[src/mac_status_pkg.sv]
// constants and carrier types for the frame status and hash block
package mac_status_pkg;
    // register offsets on the plain register port
    localparam logic [3:0] OFS_MISSED = 4'h0;
    localparam logic [3:0] OFS_HASH = 4'h1;
    localparam logic [3:0] OFS_IRQ_STATUS = 4'h2;
    localparam logic [3:0] OFS_IRQ_CLEAR = 4'h3;
    localparam logic [3:0] OFS_IRQ_ENABLE = 4'h4;
    localparam logic [3:0] OFS_TX_BYTES = 4'h5;
    // receive status word fields
    localparam int RX_LEN_LSB = 16;
    localparam int RX_LEN_MSB = 29;
    localparam int RX_MCAST_BIT = 10;
    localparam int RX_LONG_BIT = 7;
    localparam int RX_DRIBBLE_BIT = 2;
    localparam int RX_CRC_BIT = 1;
    localparam int RX_OVERRUN_BIT = 0;
    // transmit status word fields
    localparam int TX_CARLOSS_BIT = 11;
    localparam int TX_NOCAR_BIT = 10;
    localparam int TX_LATECOL_BIT = 9;
    localparam int TX_EXCOL_BIT = 8;
    localparam int TX_HBFAIL_BIT = 7;
    localparam int TX_COLCNT_LSB = 3;
    localparam int TX_COLCNT_MSB = 6;
    localparam int TX_DEFER_BIT = 0;
    // transmit control word fields
    localparam int TX_BUF1_LSB = 0;
    localparam int TX_BUF1_MSB = 10;
    localparam int TX_BUF2_LSB = 11;
    localparam int TX_BUF2_MSB = 21;
    // multicast hash
    localparam logic [31:0] CRC_POLY = 32'hEDB88320;
    localparam logic [31:0] CRC_INIT = 32'hFFFFFFFF;
    localparam int HASH_BYTES = 6;
    localparam int HASH_BITS = 9;
    // reset values
    localparam logic [15:0] MISSED_RESET = 16'h0000;
    localparam logic [2:0] IRQ_RESET = 3'h0;
    // interrupt status bit positions
    localparam int IRQ_RX_DONE = 0;
    localparam int IRQ_TX_DONE = 1;
    localparam int IRQ_SHORT = 2;

    typedef struct packed {
        logic [13:0] length;
        logic multicast;
        logic too_long;
        logic dribble;
        logic crc_error;
        logic overrun;
    } rx_result_s;

    typedef struct packed {
        logic carrier_lost;
        logic no_carrier;
        logic late_collision;
        logic excess_collisions;
        logic heartbeat_fail;
        logic [3:0] collisions;
        logic deferred;
    } tx_result_s;

    typedef struct packed {
        logic [3:0] addr;
        logic [31:0] wdata;
        logic wr;
        logic rd;
    } reg_req_s;

    typedef enum logic [2:0] {
        HASH_IDLE = 3'b001,
        HASH_RUN = 3'b010,
        HASH_DONE = 3'b100
    } hash_state_e;
endpackage

[src/mac_frame_status_hash.sv]
// frame status word builder, missed frame counter and multicast hash
`timescale 1ns/10ps

module mac_frame_status_hash
    import mac_status_pkg::*;
(
    input wire logic core_clk,
    input wire logic reset,
    input wire logic [3:0] reg_addr,
    input wire logic [31:0] reg_wdata,
    input wire logic reg_wr,
    input wire logic reg_rd,
    output logic [31:0] reg_rdata,
    input wire logic rx_done,
    input wire rx_result_s rx_result,
    input wire logic tx_done,
    input wire tx_result_s tx_result,
    input wire logic [31:0] tx_control_word,
    input wire logic rx_no_buffer,
    input wire logic hash_start,
    input wire logic [47:0] hash_addr,
    output logic rx_status_valid,
    output logic [31:0] rx_status_word,
    output logic tx_status_valid,
    output logic [31:0] tx_status_word,
    output logic hash_valid,
    output logic [8:0] hash_index,
    output logic irq
);

    typedef struct packed {
        logic [31:0] rdata;
        logic rx_valid;
        logic [31:0] rx_word;
        logic tx_valid;
        logic [31:0] tx_word;
        logic [15:0] missed;
        logic prev_nocar;
        logic [2:0] irq_status;
        logic [2:0] irq_enable;
        logic irq;
        logic [11:0] tx_bytes;
        hash_state_e hstate;
        logic [31:0] crc;
        logic [5:0] bit_cnt;
        logic [47:0] shift;
        logic hvalid;
        logic [8:0] hindex;
    } state_s;

    state_s state_reg;
    state_s state_next;
    reg_req_s req;

    // one lsb-first crc step
    function automatic logic [31:0] crc_step(input logic [31:0] c,
                                             input logic d);
        crc_step = (c >> 1) ^ (((c[0] ^ d)) ? CRC_POLY : 32'h00000000);
    endfunction

    function automatic logic [8:0] hash_of(input logic [31:0] c);
        logic [8:0] h;
        h = '0;
        for (int i = 0; i < HASH_BITS; i++)
        begin
            h[i] = c[31 - i];
        end
        hash_of = h;
    endfunction

    always_comb
    begin
        logic [2:0] events;
        logic [2:0] st;
        events = 3'h0;
        req = '{addr: reg_addr, wdata: reg_wdata, wr: reg_wr, rd: reg_rd};
        state_next = state_reg;
        state_next.rx_valid = 1'b0;
        state_next.tx_valid = 1'b0;
        state_next.hvalid = 1'b0;
        state_next.rdata = 32'h00000000;

        // words are built only on the completion strobe
        if (rx_done)
        begin
            state_next.rx_valid = 1'b1;
            state_next.rx_word = 32'h00000000;
            state_next.rx_word[RX_LEN_MSB:RX_LEN_LSB] = rx_result.length;
            state_next.rx_word[RX_MCAST_BIT] = rx_result.multicast;
            state_next.rx_word[RX_LONG_BIT] = rx_result.too_long;
            state_next.rx_word[RX_DRIBBLE_BIT] = rx_result.dribble;
            state_next.rx_word[RX_CRC_BIT] = rx_result.crc_error;
            state_next.rx_word[RX_OVERRUN_BIT] = rx_result.overrun;
            events[IRQ_RX_DONE] = 1'b1;
        end
        if (tx_done)
        begin
            state_next.tx_valid = 1'b1;
            state_next.tx_word = 32'h00000000;
            state_next.tx_word[TX_CARLOSS_BIT] = tx_result.carrier_lost;
            state_next.tx_word[TX_LATECOL_BIT] = tx_result.late_collision;
            state_next.tx_word[TX_NOCAR_BIT] = tx_result.no_carrier;
            state_next.tx_word[TX_EXCOL_BIT] = tx_result.excess_collisions;
            state_next.tx_word[TX_HBFAIL_BIT] = tx_result.heartbeat_fail;
            state_next.tx_word[TX_COLCNT_MSB:TX_COLCNT_LSB] =
                tx_result.collisions;
            state_next.tx_word[TX_DEFER_BIT] = tx_result.deferred;
            // two no-carrier frames in a row flag a shorted cable
            if (tx_result.no_carrier && state_reg.prev_nocar)
            begin
                events[IRQ_SHORT] = 1'b1;
            end
            state_next.prev_nocar = tx_result.no_carrier;
            state_next.tx_bytes =
                12'(tx_control_word[TX_BUF1_MSB:TX_BUF1_LSB]) +
                12'(tx_control_word[TX_BUF2_MSB:TX_BUF2_LSB]);
            events[IRQ_TX_DONE] = 1'b1;
        end

        // saturates rather than wraps would hide the overflow; wrap as 16 bits
        if (rx_no_buffer)
        begin
            state_next.missed = state_reg.missed + 16'h0001;
        end

        case (state_reg.hstate)
            HASH_IDLE:
            begin
                if (hash_start)
                begin
                    state_next.crc = CRC_INIT;
                    state_next.shift = hash_addr;
                    state_next.bit_cnt = 6'h00;
                    state_next.hstate = HASH_RUN;
                end
            end
            HASH_RUN:
            begin
                // byte 0 sits in the low bits, each byte lsb first
                state_next.crc = crc_step(state_reg.crc, state_reg.shift[0]);
                state_next.shift = state_reg.shift >> 1;
                state_next.bit_cnt = state_reg.bit_cnt + 6'h01;
                if (state_reg.bit_cnt == 6'(HASH_BYTES * 8 - 1))
                begin
                    state_next.hstate = HASH_DONE;
                end
            end
            HASH_DONE:
            begin
                state_next.hvalid = 1'b1;
                state_next.hindex = hash_of(state_reg.crc);
                state_next.hstate = HASH_IDLE;
            end
            default:
            begin
                state_next.hstate = HASH_IDLE;
            end
        endcase

        st = state_reg.irq_status;
        if (req.wr && req.addr == OFS_IRQ_CLEAR)
        begin
            st = st & ~req.wdata[2:0];
        end
        if (req.wr && req.addr == OFS_IRQ_ENABLE)
        begin
            state_next.irq_enable = req.wdata[2:0];
        end
        // a new event beats a clear in the same cycle
        state_next.irq_status = st | events;
        state_next.irq = |(state_next.irq_status & state_next.irq_enable);

        if (req.rd)
        begin
            case (req.addr)
                OFS_MISSED: state_next.rdata = {16'h0000, state_reg.missed};
                OFS_HASH: state_next.rdata = {23'h000000, state_reg.hindex};
                OFS_IRQ_STATUS: state_next.rdata = {29'h0, state_reg.irq_status};
                OFS_IRQ_ENABLE: state_next.rdata = {29'h0, state_reg.irq_enable};
                OFS_TX_BYTES: state_next.rdata = {20'h00000, state_reg.tx_bytes};
                default: state_next.rdata = 32'h00000000;
            endcase
        end
    end

    always_ff @(posedge core_clk or posedge reset)
    begin
        if (reset)
        begin
            state_reg <= '0;
            state_reg.missed <= MISSED_RESET;
            state_reg.irq_status <= IRQ_RESET;
            state_reg.irq_enable <= IRQ_RESET;
            state_reg.hstate <= HASH_IDLE;
        end
        else
        begin
            state_reg <= state_next;
        end
    end

    assign reg_rdata = state_reg.rdata;
    assign rx_status_valid = state_reg.rx_valid;
    assign rx_status_word = state_reg.rx_word;
    assign tx_status_valid = state_reg.tx_valid;
    assign tx_status_word = state_reg.tx_word;
    assign hash_valid = state_reg.hvalid;
    assign hash_index = state_reg.hindex;
    assign irq = state_reg.irq;

    rx_len_a: assert property (@(posedge core_clk) disable iff (reset)
        rx_done |=> rx_status_valid &&
            rx_status_word[29:16] == $past(rx_result.length))
        else $error("rx length field wrong");
    rx_flags_a: assert property (@(posedge core_clk) disable iff (reset)
        rx_done |=> rx_status_word[2:0] == {$past(rx_result.dribble),
            $past(rx_result.crc_error), $past(rx_result.overrun)})
        else $error("rx error bits wrong");
    rx_mcast_a: assert property (@(posedge core_clk) disable iff (reset)
        rx_done |=> rx_status_word[10] == $past(rx_result.multicast) &&
            rx_status_word[7] == $past(rx_result.too_long))
        else $error("rx multicast or long bit wrong");
    tx_colcnt_a: assert property (@(posedge core_clk) disable iff (reset)
        tx_done |=> tx_status_word[6:3] == $past(tx_result.collisions) &&
            tx_status_word[0] == $past(tx_result.deferred))
        else $error("tx collision count wrong");
    tx_faults_a: assert property (@(posedge core_clk) disable iff (reset)
        tx_done |=> tx_status_word[11:7] == {$past(tx_result.carrier_lost),
            $past(tx_result.no_carrier), $past(tx_result.late_collision),
            $past(tx_result.excess_collisions),
            $past(tx_result.heartbeat_fail)})
        else $error("tx fault bits wrong");
    status_timing_a: assert property (@(posedge core_clk) disable iff (reset)
        tx_status_valid |-> $past(tx_done))
        else $error("tx status without completion");
    missed_count_a: assert property (@(posedge core_clk) disable iff (reset)
        rx_no_buffer |=> state_reg.missed == $past(state_reg.missed) + 16'h0001)
        else $error("missed counter did not step");
    hash_len_a: assert property (@(posedge core_clk) disable iff (reset)
        (state_reg.hstate == HASH_IDLE && hash_start) |-> ##50 hash_valid)
        else $error("hash not ready after six bytes");
    hash_order_a: assert property (@(posedge core_clk) disable iff (reset)
        state_reg.hstate == HASH_DONE |=> hash_index[0] == $past(state_reg.crc[31])
            && hash_index[8] == $past(state_reg.crc[23]))
        else $error("hash index order wrong");
    crc_init_a: assert property (@(posedge core_clk) disable iff (reset)
        (state_reg.hstate == HASH_IDLE && hash_start) |=> state_reg.crc == CRC_INIT)
        else $error("crc not preset to all ones");
    short_flag_a: assert property (@(posedge core_clk) disable iff (reset)
        (tx_done && tx_result.no_carrier && state_reg.prev_nocar) |=>
            state_reg.irq_status[IRQ_SHORT])
        else $error("short circuit flag missed");
    buf_sum_a: assert property (@(posedge core_clk) disable iff (reset)
        tx_done |=> state_reg.tx_bytes == 12'($past(tx_control_word[10:0])) +
            12'($past(tx_control_word[21:11])))
        else $error("buffer byte sum wrong");
endmodule

[config.mk]
export PLATFORM = sky130hd
export DESIGN_NAME = mac_frame_status_hash
export DESIGN_NICKNAME = d
export VERILOG_FILES = /design/src/mac_status_pkg.sv /design/src/mac_frame_status_hash.sv
export SDC_FILE = /design/constraint.sdc
export NUM_CORES = 1
export LEC_CHECK = 0
export BUFFER_PORTS_ARGS = -buffer_cell sky130_fd_sc_hd__buf_2
export CAP_MARGIN = 15
export CORE_MARGIN = 5
export CORE_UTILIZATION = 52
export CTS_CLUSTER_SIZE = 40
export DETAILED_ROUTE_END_ITERATION = 6
export PLACE_DENSITY = 0.85
export REMOVE_ABC_BUFFERS = 1
export SYNTH_ARGS = -nofsm -noshare
export SYNTH_HDL_FRONTEND = slang
export SYNTH_SLANG_ARGS = --single-unit
[constraint.sdc]
create_clock -name core_clk -period 5.53 [get_ports core_clk]
set_clock_uncertainty 0.1 [all_clocks]
set_input_delay 0 -clock core_clk [delete_from_list [all_inputs] [get_ports core_clk]]
set_output_delay 0 -clock core_clk [all_outputs]
set_load 0.02 [all_outputs]
==> metrics.md <==
| Metric | Value |
|---|---|
| Outcome | finished clean |
| Number of nets in the finished design | 1178 |
| Vias post-DR | approximately 6700 |
| Number of DRC markers after the initial detailed-route iteration | between 400 and 500 |
| Number of enable flip-flop cells after synthesis | 0 |
| Total global routing overflow | 0 |
| Number of buffer and inverter instances along the worst setup path | 3 |
| Die Footprint | roughly 19000 µm² |
| # Max-Cap Violations | 0 |
| Top cell family by delay on the critical path | buffers and inverters |
| Post-Syn Area | between 8000 and 9000 µm² |
| Clock network latency to the later pin of the worst-skew pair | 440 ps |
| Net switching power | roughly 890 µW |
| Logic depth of the worst register-to-register path | 5 |
| Sequential cell area | ~4500 µm² |
| Largest cells by area after synthesis | dfrtp_1 (52%), buf_4 (9.3%), mux2_2 (6.2%) |
| Pwr/cell area | ~290 nW/µm² |
| Height of the chip | approximately 140 µm |
| Largest buffer count on any clock path | 2 |
| CTS sink cnt | about 180 |
| Number of antenna violations at the first check in global routing | 0 |
| Kind of end point of the critical path | flip-flop |
| Cell-internal power | around 2.3 mW |
| Required time of the worst setup path | 5800 ps |
| CTS tree | yes |
| Library cell with the highest instance count after synthesis | dfrtp_1 |
| CTS buffer count | 17 |
| Avg Inst Size Synth | approximately 11 µm² |
| Layout overhead on the synthesized area | 23.3% |
| CP max FO | 3 |
| Share of async-settable or async-resettable flops after synthesis | 100% |
| Number of DRC violations after detailed routing | 0 |
| Achievable Freq | about 0.45 GHz |
| Cell at the root of the clock tree | clkbuf_16 |
| Stages on the worst setup path | 8 |
| Post-DRT Antenna Nets | 0 |
| Largest incremental delay on the critical path | about 550 ps |
| Cell count after synthesis | ~810 |
| Share of cells above drive strength 1 | 26.9% |
| Core area | about 17000 µm² |
| Min Clock Period, post-route | about 2200 ps |
| Final-layout fill cell count | approximately 1100 |
| Final-report max-slew violation count | 0 |
| Summed negative setup slack over all endpoints | 0 ps |
| Endpoints failing hold | 0 |
| Critical path startpoint category | input pin |
| Leading post-synthesis cells by instance count | dfrtp_1 (180), nor2_1 (127), buf_4 (108) |
| Fraction of post-synthesis cell area in the top cell type by area | between 50 and 60% |
| Area leader, netlist | dfrtp_1 |
| Post-Route WL | around 22000 µm |
| Initial cell density of the core | a little over half |
| Wire length per cell | 17.4 µm |
| Unrepaired setup endpoints after global routing | false |
| Most common cell on crit path | dlygate4sd3_1 |
| Number of library cell types mapped by synthesis | 63 |
| Cells on Worst Hold Path | 4 |
| Share of total power in combinational logic | ~14% |
| Predominant post-synthesis flop cell | dfrtp_1 |
| Number of global-route vias before repair | ~6900 |
| Static leakage | approximately 5.2 nW |
| Worst hold margin | around 18 ps |
| Placed wire-length estimate | about 12000 µm |
| Switching fraction of total power | about 28% |
| Count of pins on the block boundary | around 260 |
| DIE WIDTH | roughly 140 µm |
| Slew of the pin with the lowest slew margin | roughly 1100 ps |
| Worst endpoint data arrival time | approximately 2500 ps |
| Fraction of the yosys area taken by sequential cells | roughly 52% |
| Largest register FFs | between 100 and 150 |
| Count of synthesis-stage warnings from yosys | 0 |
| Final-report setup violation count | 0 |
| First-pass iteration count of the detailed router | 5 |
| Max stage delay cell, worst path | dlygate4sd3_1 |
| GR Util All Layers | roughly 22% |
| Max transition margin | between 20% and 30% |
| Clk network pwr share | 39.2% |
| Setup CP Type | in -> reg |
| Placement Rows | 47 |
| Hold WC Path Type | in -> reg |
| Clock H-tree levels | 4 |
| Via-per-instance ratio | ~5.3 |
| Final RePlAce weighted congestion | around 0.8 |
| Count of input and output buffers | 171 |
| VDD IR max | 0.000254 V |
| Total area of multi-input combinational cells | around 3300 µm² |
| Flop pwr share | between 40% and 50% |
| Final worst path period share | about two fifths |
| FF+latch count, synth | 181 |
| Largest net degree at the start of global routing | 93 |
| Setup slack, reg-to-reg | 3430 ps |
| Global-route wire length before repair | around 35000 µm |
| Ordered list of cells on the worst path | dlygate4sd3_1 -> buf_2 -> ha_1 -> a211oi_1 -> o21bai_1 -> a211o_1 -> nand3_1 -> dlygate4sd3_1 |
| Clock slew seen by the registers of the worst setup and hold paths | ~70 ps |
==> cell families after synthesis <==
kind of cell	after synthesis	synth area share, %
simple gates	214	11.4
flops	181	52.0
buf+inv	157	12.1
compound gates	152	11.7
mux	55	7.44
xor+xnor	31	3.20
fa+ha+maj	14	2.10
other cells	1	0.0431
==> power groups by stage <==
stage                     Sequential (mW)  Combinational [mW]  Clock (mW)
after detailed placement             1.48               0.380           0
final                                1.46               0.456        1.23
after floorplan                      1.50               0.223           0
after CTS                            1.45               0.443        1.24
after global routing                 1.47               0.495        1.31
after global placement               1.48               0.371           0
==> worst register-to-register path, cell delays in order (launching register included) <==
cell	delay [ps]
dfrtp_1	410
or3b_2	550
nand2_8	400
inv_1	220
o21ai_0	180
o21ai_0	120
==> timing repair <==
item | 4_1_cts | 5_1_grt
hold endpoints to repair | 201 | 0
hold buffers | 104 | 0
resized for setup | 0 | 0
endpoints found under the setup margin | 0 | 0
buffers inserted | 0 | 0
==> final timing paths <==
path | end | from
max | state_reg[104] | tx_control_word[12]
min | state_reg[103] | tx_control_word[3]
max reg2reg | state_reg[61] | state_reg[98]
min reg2reg | state_reg[134] | state_reg[134]
max in group asynchronous | state_reg[68] | reset
min in group asynchronous | reg_rdata[4] | reset
==> layout by cell type, fill, tap and decap left out, drive strengths merged, types with 5 or more instances in the layout <==
cell           n
ha            13
dfrtp        180
a22oi          6
mux2          48
conb          51
a21oi         27
inv           19
nand3         19
clkinv         6
nor2b          8
and3           8
o22ai         49
dlygate4sd3  104
clkbuf        17
nand2         21
o21ai         15
a211oi         5
o22a          19
nand4          7
xnor2         27
nor2         127
buf          177
nand2b         7
a21o           8
==> through the flow <==
| step | cell area [µm²] | setup WS [ps] | utilization (%) | instances | total power [mW] |
|---|---|---|---|---|---|
| after floorplan | 7890 | 516 | - | 711 | 1.72 |
| after global placement | 9080 | 3490 | 54.9 | 1108 | 1.85 |
| after detailed placement | 9080 | 3470 | 54.9 | 1108 | 1.86 |
| after CTS | 10700 | 3370 | 65.0 | 1244 | 3.14 |
| after global routing | 10700 | 3200 | 65.0 | 1244 | 3.27 |
| final | 10700 | 3300 | 65.0 | 1245 | 3.15 |
==> final cells by class <==
type	instances	area share, %
Sequential cell	181	42.2
Timing Repair Buffer	281	18.1
Clock inverter	15	1.77
Multi-Input combinational cell	517	30.9
Clock buffer	17	3.96
Antenna cell	1	0.0233
Tap cell	220	2.56
Inverter	13	0.501
==> per-layer routing <==
layer	track usage [%]	vias to the layer above	wire, µm
met3	6.14	50	1580
li1	-	3062	-
met4	8.65	0	629
met5	0	-	0
met2	38.8	300	11300
met1	25.9	3244	8100
Note: power is estimated with default switching activity, not from simulation.
